**src/logic/i2c_ack_pkg.sv**
```systemverilog
package i2c_ack_pkg;
  // ===========================================================
  // Register map
  localparam logic [7:0] ADDR_CTRL = 8'h00;
  localparam logic [7:0] ADDR_STAT = 8'h04;
  localparam logic [7:0] ADDR_CLR  = 8'h08;
  localparam logic [7:0] ADDR_EXT  = 8'h0c;
  localparam logic [7:0] ADDR_DATA = 8'h10;
  // ===========================================================
  // Field positions
  localparam int CTRL_IE   = 0;
  localparam int CTRL_TRS  = 1;
  localparam int CTRL_ACK_CHECK_ENABLE = 2;
  localparam int CTRL_FMT  = 3;
  localparam int STAT_ERROR_STOP_FLAG = 7;
  localparam int STAT_STOP = 6;
  localparam int STAT_AL   = 3;
  localparam int STAT_IRQ  = 1;
  localparam int STAT_ACK  = 0;
  localparam int EXT_STOP_IRQ_MASK = 7;
  localparam int EXT_RX_HANDSHAKE_ENABLE   = 6;
  localparam int EXT_RXF    = 5;
  localparam int EXT_TXE    = 4;
  localparam int EXT_ARB_LOST_IRQ_ENABLE   = 3;
  // ===========================================================
  // Values
  localparam logic [3:0] CLR_CODE_A = 4'h5;
  localparam logic [3:0] CLR_CODE_B = 4'h7;
  localparam logic [7:0] CLR_READ   = 8'h0f;
  localparam logic [3:0] FRAME_BITS = 4'h8;
  localparam logic [3:0] ACK_SLOT   = 4'h9;
  localparam logic [1:0] RESP_OK    = 2'h0;
  localparam logic [1:0] RESP_ERR   = 2'h2;
  typedef struct packed {
    logic fmt;
    logic ack_check_enable;
    logic transmit_direction;
    logic ie;
  } ctrl_t;
  typedef struct packed {
    logic stop_irq_mask;
    logic rx_handshake_enable;
    logic arb_lost_irq_enable;
  } ext_cfg_t;
  localparam ctrl_t    CTRL_RESET = 4'h0;
  localparam ext_cfg_t EXT_RESET  = 3'h0;
endpackage : i2c_ack_pkg

```
**src/logic/i2c_ack_buffer_status_ctrl.sv**
```systemverilog
// Implementation choices: the register offsets and register access over AXI4-Lite.
`timescale 1ns/1ps
module i2c_ack_buffer_status_ctrl (
  input  wire logic        i_clk,
  input  wire logic        i_arst_n,
  input  wire logic        i_ce,
  input  wire logic        i_awvalid,
  output logic             o_awready,
  input  wire logic [7:0]  i_awaddr,
  input  wire logic        i_wvalid,
  output logic             o_wready,
  input  wire logic [31:0] i_wdata,
  input  wire logic [3:0]  i_wstrb,
  output logic             o_bvalid,
  input  wire logic        i_bready,
  output logic [1:0]       o_bresp,
  input  wire logic        i_arvalid,
  output logic             o_arready,
  input  wire logic [7:0]  i_araddr,
  output logic             o_rvalid,
  input  wire logic        i_rready,
  output logic [31:0]      o_rdata,
  output logic [1:0]       o_rresp,
  input  wire logic        i_scl,
  output logic             o_scl,
  output logic             o_scl_oe,
  input  wire logic        i_sda,
  output logic             o_sda,
  output logic             o_sda_oe,
  output logic             o_irq_req
);
  import i2c_ack_pkg::*;

  // ===========================================================
  // Pin synchronisers and edge detection
  logic [1:0] scl_sync_q, sda_sync_q;
  logic       scl_prev_q, sda_prev_q;
  logic       scl_s, sda_s;
  logic       scl_rise, scl_fall, start_det, stop_det;

  always_ff @(posedge i_clk or negedge i_arst_n) begin
    if (!i_arst_n) begin
      scl_sync_q <= 2'h3;
      sda_sync_q <= 2'h3;
      scl_prev_q <= 1'b1;
      sda_prev_q <= 1'b1;
    end else if (i_ce) begin
      scl_sync_q <= {scl_sync_q[0], i_scl};
      sda_sync_q <= {sda_sync_q[0], i_sda};
      scl_prev_q <= scl_sync_q[1];
      sda_prev_q <= sda_sync_q[1];
    end
  end

  ctrl_t    ctrl_q;
  ext_cfg_t ext_q;

  assign scl_s     = scl_sync_q[1];
  assign sda_s     = sda_sync_q[1];
  assign scl_rise  = ctrl_q.ie & scl_s & ~scl_prev_q;
  assign scl_fall  = ctrl_q.ie & ~scl_s & scl_prev_q;
  assign start_det = ctrl_q.ie & scl_s & scl_prev_q & sda_prev_q & ~sda_s;
  assign stop_det  = ctrl_q.ie & scl_s & scl_prev_q & ~sda_prev_q & sda_s;

  // ===========================================================
  // Bus slave decode
  function automatic logic mapped(input logic [7:0] a);
    mapped = (a == ADDR_CTRL) || (a == ADDR_STAT) || (a == ADDR_CLR)
          || (a == ADDR_EXT) || (a == ADDR_DATA);
  endfunction : mapped

  logic       bvalid_q, rvalid_q;
  logic [1:0] bresp_q, rresp_q;
  logic [31:0] rdata_q;
  logic [7:0] wd;
  logic       wr_take, wr_en, rd_take;
  logic       wr_ctrl, wr_stat, wr_clr, wr_ext, wr_data_ev, rd_data_ev;
  logic       clr_pulse, soft_clr;

  assign wr_take    = i_ce & i_awvalid & i_wvalid & ~bvalid_q;
  assign rd_take    = i_ce & i_arvalid & ~rvalid_q;
  assign o_awready  = wr_take;
  assign o_wready   = wr_take;
  assign o_arready  = rd_take;
  assign wr_en      = wr_take & i_wstrb[0];
  assign wd         = i_wdata[7:0];
  assign wr_ctrl    = wr_en & (i_awaddr == ADDR_CTRL);
  assign wr_stat    = wr_en & (i_awaddr == ADDR_STAT);
  assign wr_clr     = wr_en & (i_awaddr == ADDR_CLR);
  assign wr_ext     = wr_en & (i_awaddr == ADDR_EXT);
  assign wr_data_ev = wr_en & (i_awaddr == ADDR_DATA) & ctrl_q.transmit_direction;
  // A read in transmit direction leaves the receive path alone
  assign rd_data_ev = rd_take & (i_araddr == ADDR_DATA) & ~ctrl_q.transmit_direction;
  // Only the two legal codes make a pulse
  assign clr_pulse  = wr_clr & ((wd[3:0] == CLR_CODE_A)
                             | (wd[3:0] == CLR_CODE_B));
  assign soft_clr   = clr_pulse | (wr_ctrl & ~wd[CTRL_IE]);

  // ===========================================================
  // Configuration registers
  always_ff @(posedge i_clk or negedge i_arst_n) begin
    if (!i_arst_n) begin
      ctrl_q <= CTRL_RESET;
      ext_q  <= EXT_RESET;
    end else if (i_ce) begin
      if (wr_ctrl) begin
        ctrl_q <= ctrl_t'(wd[3:0]);
      end
      if (wr_ext) begin
        ext_q <= {wd[EXT_STOP_IRQ_MASK], wd[EXT_RX_HANDSHAKE_ENABLE], wd[EXT_ARB_LOST_IRQ_ENABLE]};
      end
    end
  end

  // ===========================================================
  // Frame position
  logic       busy_q;
  logic [3:0] cnt_q, idx;
  logic       frame_end, rx_done;

  assign idx       = (cnt_q == ACK_SLOT) ? 4'h0 : cnt_q;
  assign frame_end = busy_q & scl_rise & (idx == FRAME_BITS);
  assign rx_done   = frame_end & ~ctrl_q.transmit_direction;

  always_ff @(posedge i_clk or negedge i_arst_n) begin
    if (!i_arst_n) begin
      busy_q <= 1'b0;
      cnt_q  <= 4'h0;
    end else if (i_ce) begin
      if (soft_clr || start_det || stop_det) begin
        busy_q <= start_det & ~soft_clr;
        cnt_q  <= 4'h0;
      end else if (busy_q && scl_rise) begin
        cnt_q <= idx + 4'h1;
      end
    end
  end

  // ===========================================================
  // Shift register and buffers
  logic [7:0] sr_q, rx_buf_q, tx_buf_q;
  logic       rxf_q, rx_pend_q, rx_hold_q;
  logic       txe_q, tx_wait_q, waiting, nack_block;
  logic       tx_bit;

  assign tx_bit     = sr_q[3'(FRAME_BITS - 4'h1 - idx)];
  assign waiting    = tx_wait_q | (frame_end & ctrl_q.transmit_direction & txe_q);
  assign nack_block = ctrl_q.ack_check_enable & ctrl_q.fmt & sda_s;

  always_ff @(posedge i_clk or negedge i_arst_n) begin
    if (!i_arst_n) begin
      sr_q <= 8'h00;
    end else if (i_ce) begin
      if (soft_clr) begin
        sr_q <= 8'h00;
      end else if (wr_data_ev && waiting) begin
        sr_q <= wd;
      end else if (frame_end && ctrl_q.transmit_direction && !txe_q && !nack_block) begin
        sr_q <= tx_buf_q;
      end else if (busy_q && scl_rise && !ctrl_q.transmit_direction
                   && idx < FRAME_BITS) begin
        sr_q <= {sr_q[6:0], sda_s};
      end
    end
  end

  always_ff @(posedge i_clk or negedge i_arst_n) begin
    if (!i_arst_n) begin
      tx_buf_q <= 8'h00;
    end else if (i_ce && wr_data_ev) begin
      tx_buf_q <= wd;
    end
  end

  // Transmit write request flag and wait state
  always_ff @(posedge i_clk or negedge i_arst_n) begin
    if (!i_arst_n) begin
      txe_q     <= 1'b0;
      tx_wait_q <= 1'b0;
    end else if (i_ce) begin
      if (soft_clr || stop_det) begin
        txe_q     <= 1'b0;
        tx_wait_q <= 1'b0;
      end else if (start_det) begin
        txe_q     <= 1'b1;
        tx_wait_q <= ctrl_q.transmit_direction;
      end else if (wr_data_ev) begin
        // Stays empty when waiting, the direct transfer takes the byte
        txe_q     <= waiting;
        tx_wait_q <= 1'b0;
      end else if (frame_end && ctrl_q.transmit_direction) begin
        if (txe_q) begin
          tx_wait_q <= 1'b1;
        end else if (!nack_block) begin
          txe_q <= 1'b1;
        end
      end
    end
  end

  // Receive read request flag; reader's pull has priority
  always_ff @(posedge i_clk or negedge i_arst_n) begin
    if (!i_arst_n) begin
      rxf_q     <= 1'b0;
      rx_pend_q <= 1'b0;
      rx_buf_q  <= 8'h00;
    end else if (i_ce) begin
      if (soft_clr) begin
        rxf_q     <= 1'b0;
        rx_pend_q <= 1'b0;
      end else if (rd_data_ev) begin
        rxf_q     <= rx_pend_q | rx_done;
        rx_pend_q <= 1'b0;
        if (rx_pend_q || rx_done) begin
          rx_buf_q <= sr_q;
        end
      end else if (rx_done) begin
        if (!rxf_q) begin
          rxf_q    <= 1'b1;
          rx_buf_q <= sr_q;
        end else begin
          rx_pend_q <= 1'b1;
        end
      end
    end
  end

  always_ff @(posedge i_clk or negedge i_arst_n) begin
    if (!i_arst_n) begin
      rx_hold_q <= 1'b0;
    end else if (i_ce) begin
      if (soft_clr) begin
        rx_hold_q <= 1'b0;
      end else if (rx_done) begin
        rx_hold_q <= 1'b1;
      end else if (rd_data_ev) begin
        rx_hold_q <= 1'b0;
      end
    end
  end

  // ===========================================================
  // Clock stretching and SDA drive
  logic hold_cond, stretch_q, sda_drv_q;

  // Receiving without handshake, only an unread waiting frame stalls
  assign hold_cond = busy_q & (ctrl_q.transmit_direction ? tx_wait_q
                   : (ext_q.rx_handshake_enable ? rx_hold_q : rx_pend_q));

  always_ff @(posedge i_clk or negedge i_arst_n) begin
    if (!i_arst_n) begin
      stretch_q <= 1'b0;
    end else if (i_ce) begin
      if (soft_clr || !hold_cond) begin
        stretch_q <= 1'b0;
      end else if (scl_fall && idx == 4'h0) begin
        stretch_q <= 1'b1;
      end
    end
  end

  logic al_q, ack_sw_q;

  always_ff @(posedge i_clk or negedge i_arst_n) begin
    if (!i_arst_n) begin
      sda_drv_q <= 1'b0;
    end else if (i_ce) begin
      if (soft_clr || !busy_q || stop_det) begin
        sda_drv_q <= 1'b0;
      end else if (!scl_s) begin
        if (idx == FRAME_BITS) begin
          sda_drv_q <= ~ctrl_q.transmit_direction & ctrl_q.fmt & ~ack_sw_q;
        end else begin
          sda_drv_q <= ctrl_q.transmit_direction & ~al_q & ~tx_bit;
        end
      end
    end
  end

  assign o_scl    = 1'b0;
  assign o_scl_oe = stretch_q;
  assign o_sda    = 1'b0;
  assign o_sda_oe = sda_drv_q;

  // ===========================================================
  // Acknowledge bit
  logic ack_rx_q, ack_read, ack_ev;

  assign ack_ev = busy_q & scl_rise & ctrl_q.transmit_direction & ctrl_q.ack_check_enable
                & ctrl_q.fmt & (idx == FRAME_BITS);

  always_ff @(posedge i_clk or negedge i_arst_n) begin
    if (!i_arst_n) begin
      ack_rx_q <= 1'b0;
    end else if (i_ce) begin
      if (wr_ctrl && !wd[CTRL_ACK_CHECK_ENABLE]) begin
        ack_rx_q <= 1'b0;
      end else if (ack_ev) begin
        ack_rx_q <= sda_s;
      end
    end
  end

  always_ff @(posedge i_clk or negedge i_arst_n) begin
    if (!i_arst_n) begin
      ack_sw_q <= 1'b0;
    end else if (i_ce && wr_stat) begin
      ack_sw_q <= wd[STAT_ACK];
    end
  end

  assign ack_read = ctrl_q.transmit_direction ? ack_rx_q : ack_sw_q;

  // ===========================================================
  // Status flags and interrupt flag; a set beats a clear
  logic error_stop_flag_q, stop_q, irq_q, al_ev, stop_irq, al_irq;

  assign al_ev    = busy_q & scl_rise & ctrl_q.transmit_direction
                  & (idx < FRAME_BITS) & tx_bit & ~sda_s;
  assign stop_irq = stop_det & busy_q & ~ext_q.stop_irq_mask;
  assign al_irq   = al_ev & ext_q.arb_lost_irq_enable;

  always_ff @(posedge i_clk or negedge i_arst_n) begin
    if (!i_arst_n) begin
      error_stop_flag_q <= 1'b0;
      stop_q <= 1'b0;
      al_q   <= 1'b0;
      irq_q  <= 1'b0;
    end else if (i_ce) begin
      // Stop's own SCL rise already counts as bit one
      error_stop_flag_q <= (error_stop_flag_q & ~(wr_stat & ~wd[STAT_ERROR_STOP_FLAG]))
              | (stop_det & busy_q & (idx > 4'h1));
      stop_q <= (stop_q & ~(wr_stat & ~wd[STAT_STOP]))
              | (stop_det & busy_q & (idx <= 4'h1));
      al_q   <= (al_q & ~(wr_stat & ~wd[STAT_AL])) | al_ev;
      irq_q  <= (irq_q & ~(wr_stat & ~wd[STAT_IRQ]))
              | stop_irq | al_irq;
    end
  end

  assign o_irq_req = irq_q;

  // ===========================================================
  // Read data and responses
  logic [7:0] rd_byte;

  always_comb begin
    rd_byte = 8'h00;
    case (i_araddr)
      ADDR_CTRL: rd_byte = {4'h0, ctrl_q};
      ADDR_STAT: rd_byte = {error_stop_flag_q, stop_q, 2'h0, al_q, 1'b0,
                            irq_q, ack_read};
      ADDR_CLR:  rd_byte = CLR_READ;
      ADDR_EXT:  rd_byte = {ext_q.stop_irq_mask, ext_q.rx_handshake_enable, rxf_q, txe_q,
                            ext_q.arb_lost_irq_enable, 3'h0};
      ADDR_DATA: rd_byte = rx_buf_q;
      default:   rd_byte = 8'h00;
    endcase
  end

  always_ff @(posedge i_clk or negedge i_arst_n) begin
    if (!i_arst_n) begin
      bvalid_q <= 1'b0;
      bresp_q  <= RESP_OK;
    end else if (i_ce) begin
      if (wr_take) begin
        bvalid_q <= 1'b1;
        bresp_q  <= mapped(i_awaddr) ? RESP_OK : RESP_ERR;
      end else if (i_bready) begin
        bvalid_q <= 1'b0;
      end
    end
  end

  always_ff @(posedge i_clk or negedge i_arst_n) begin
    if (!i_arst_n) begin
      rvalid_q <= 1'b0;
      rresp_q  <= RESP_OK;
      rdata_q  <= 32'h0;
    end else if (i_ce) begin
      if (rd_take) begin
        rvalid_q <= 1'b1;
        rresp_q  <= mapped(i_araddr) ? RESP_OK : RESP_ERR;
        rdata_q  <= {24'h0, rd_byte};
      end else if (i_rready) begin
        rvalid_q <= 1'b0;
      end
    end
  end

  assign o_bvalid = bvalid_q;
  assign o_bresp  = bresp_q;
  assign o_rvalid = rvalid_q;
  assign o_rresp  = rresp_q;
  assign o_rdata  = rdata_q;
endmodule : i2c_ack_buffer_status_ctrl

```
**config.mk**
```make
export PLATFORM = sky130hd
export DESIGN_NAME = i2c_ack_buffer_status_ctrl
export DESIGN_NICKNAME = d
export VERILOG_FILES = /design/src/logic/i2c_ack_pkg.sv /design/src/logic/i2c_ack_buffer_status_ctrl.sv
export SDC_FILE = /design/constraint.sdc
export NUM_CORES = 1
export LEC_CHECK = 0
export BUFFER_PORTS_ARGS = -buffer_cell sky130_fd_sc_hd__buf_2
export CORE_UTILIZATION = 25
export DETAILED_ROUTE_END_ITERATION = 7
export SLEW_MARGIN = 40
export SYNTH_ARGS = -nofsm -noshare
export SYNTH_HDL_FRONTEND = slang
export SYNTH_SLANG_ARGS = --single-unit
```
**constraint.sdc**
```tcl
create_clock -name i_clk -period 2.35 [get_ports i_clk]
set_input_delay 0.3525 -clock i_clk [delete_from_list [all_inputs] [get_ports i_clk]]
set_output_delay 0.3525 -clock i_clk [all_outputs]
set_load 0.02 [all_outputs]
```
==> flow_summary.json <==
{
  "dp_hpwl_mm": 7.40,
  "die_w_um": 127,
  "r2r_slack_ps": 190,
  "worstMarginPinSlew_ps": 518,
  "r2r_start": "cnt_q[0]",
  "cp_top_family": "simple AND/OR/NAND/NOR gates",
  "drt_iter0_markers": 244,
  "start_util": 0.256,
  "grt_overflow": 0,
  "final_cell_mix": "dfrtp_1, buf_2, nand2_1, conb_1, o21ai_0",
  "cts_resized": 0,
  "maxCapViolations": 0,
  "vias": 3083,
  "synthFlopType": "dfrtp_1",
  "crit_path_end_kind": "register",
  "rsz0062_at_grt": "no",
  "skew_ps": 8.23,
  "hold_ws_ps": 38.4,
  "wl_per_cell_um": 15.1,
  "path_clk_slew_ps": 60,
  "cts_hold_buf": 0,
  "ys_seq_elements": 67,
  "cts_max_path_buffers": 2,
  "multiInputGateArea_um2": 1940,
  "grt_util_all_layers": 0.126,
  "max_stage_delay_ps": 590,
  "synth_cells": 387,
  "critPathKind": "register to register",
  "crit_cells": 5,
  "ys_types": 65,
  "wl_met1_mm": 4.37,
  "clkSinkCount": 67,
  "worstHoldPathType": "input pin to async pin",
  "final_common_cell": "dfrtp_1",
  "die_h_um": 127,
  "num_rows": 45,
  "post_cts_buffers": 0,
  "synth_seq_area_share": 0.434,
  "drive_above_1_share": 0.292,
  "drc": 2,
  "fp.coreArea_um2": 15100,
  "post-route-period-util": 0.919,
  "final-hold-violation-count": 0,
  "antenna_found_initial": 0,
  "r2r_end": "rx_buf_q[2]",
  "synth-edff-count": 0,
  "highest_layer": "met4",
  "p_per_area_nw_per_um2": 661,
  "cp_cell_sequence": "or4b_4, nor3_4, nand2b_1, a21oi_4, mux2_4",
  "die-area_um2": 16000,
  "crit_arrival_ps": 2370,
  "routabilityCongestion": 0.881,
  "avgViaCountPerCell": 4.79,
  "cp-endpoint": "rx_buf_q[2]",
  "fmax_mhz": 463,
  "drt_pass1_iterations": 6,
  "areaGrowthSynthToFinish_pct": 20.8,
  "worstSetupStartpoint": "cnt_q[0]",
  "violations": "design-rule violations",
  "wirelength_mm": 9.73,
  "cts_inserted_buffers": 9,
  "num_antenna_cells": 0,
  "antenna_left": 0,
  "tritoncts": "yes",
  "relSlewSlack": 0.651,
  "cp.buffers_inverters": 0,
  "required_ps": 2560,
  "slowest_stage": "or4b_4",
  "ios": 108,
  "clk_latency_ps": 330,
  "fin_setup_tns_ps": 0,
  "setup_viol": 0,
  "rr_worst_depth": 5,
  "nFillCells": 1559,
  "cts_root_buffer": "clkbuf_16",
  "startpoint_type": "register",
  "met3_length_um": 471,
  "numPortBuffers": 52,
  "syn_area_um2": 3880,
  "grt_max_degree": 68,
  "fin_nets": 516,
  "seq_area_um2": 1680,
  "syn_avg_cell_area_um2": 10.0,
  "period_needed_ps": 2160,
  "status": "finished with violations",
  "vdd_ir_drop_max_mv": 0.376,
  "dr_wl_met2_mm": 4.79,
  "p_leak_nw": 2.25,
  "synthArstFlopShare": 1.00,
  "htree_num_levels": 3,
  "synth_warnings": 0,
  "grt_pass1_wl_mm": 15.7,
  "slew_viol_final": 0,
  "crit_fanout": 8,
  "first_global_vias": 2934
}
[cell usage after synthesis (3+ instances only)]
library cell	n	area share
a221o_1	6	0.015
a22o_1	5	0.011
a21o_1	3	0.0058
dfrtp_1	61	0.39
a21oi_1	10	0.013
a211o_1	3	0.0068
a211oi_1	3	0.0058
dfstp_2	6	0.041
o21a_1	4	0.0077
nand4_1	4	0.0065
and4b_1	5	0.013
nor2_1	22	0.021
nor2b_1	4	0.0065
nand3_1	6	0.0077
nand2b_1	4	0.0065
o21ai_0	24	0.031
mux2_2	16	0.046
nand2_1	50	0.048
nand4b_1	4	0.0090
ha_1	3	0.0097
buf_2	5	0.0065
clkbuf_1	9	0.0087
inv_1	10	0.0097
nor3_1	7	0.0090
and3_1	4	0.0065
nor4_1	10	0.016
a22oi_1	4	0.0077
mux2i_1	11	0.028
buf_4	31	0.060
mux2_4	8	0.031
[layout make-up]
type / count / share of cell area
clock buffers: 10 / 0.0510
clock inverters: 6 / 0.0240
inverters: 10 / 0.00801
multi-input cells: 289 / 0.414
flip-flops and latches: 67 / 0.359
well taps: 188 / 0.0502
repair buffers: 74 / 0.0934
[worst reg2reg max path: stages (launching register included)]
cell	delay (ps)
dfrtp_1	400
or4b_4	590
nor3_4	210
nand2b_1	130
a21oi_4	370
mux2_4	340
[flip-flops by register name (all words and copies together), names as in the netlist, 2 cells and up]
name,cells
sda_sync_q,2
sr_q,8
scl_sync_q,2
tx_buf_q,8
cnt_q,4
ctrl_q,4
ext_q,3
o_rdata,8
rx_buf_q,8
[cell families after synthesis]
family,count (synthesis),synth area share
AO/OA/AOI/OAI,84,0.153
multiplexers,36,0.112
AND/OR/NAND/NOR,137,0.197
flip-flops,67,0.434
buffers and inverters,58,0.0916
other,1,0.000967
adder cells (fa/ha/maj),3,0.00968
XOR/XNOR,1,0.00226
[metrics by stage]
| step | total power, mW | instances | cell area, um2 | utilization | worst slack [ps] |
|---|---|---|---|---|---|
| after detailed placement | 1.54 | 628 | 4340 | 0.286 | 102 |
| after CTS | 3.14 | 644 | 4690 | 0.309 | 183 |
| after floorplan | 1.45 | 414 | 3980 | - | 205 |
| final | 3.10 | 644 | 4690 | 0.309 | 190 |
| after global routing | 3.22 | 644 | 4690 | 0.309 | 108 |
| after global placement | 1.53 | 628 | 4340 | 0.286 | 153 |
[how the worst min path moves through the flow]
stage,startpoint,endpoint,slack (ps),cells after the start
CTS,i_arst_n,ack_sw_q,50,2
floorplan,i_arst_n,ack_rx_q,60,0
global route,i_arst_n,o_bvalid,60,2
detailed placement,i_arst_n,o_scl_oe,410,2
global placement,i_arst_n,cnt_q[2],400,2
finish,i_arst_n,o_bvalid,40,2
[report_power, final]
part / total [mW] / leakage, nW / internal [mW] / switching (mW)
Clock: 1.58 / 0.173 / 1.07 / 0.517
Combinational: 0.274 / 1.20 / 0.102 / 0.172
Sequential: 1.24 / 0.876 / 1.20 / 0.0386
[per-layer routing]
| metal | vias up | GRT usage |
|---|---|---|
| li1 | 1481 | - |
| met4 | 0 | 0.0404 |
| met5 | - | 0 |
| met2 | 92 | 0.204 |
| met1 | 1502 | 0.165 |
| met3 | 8 | 0.0325 |
Note: power is estimated with default switching activity, not from simulation.
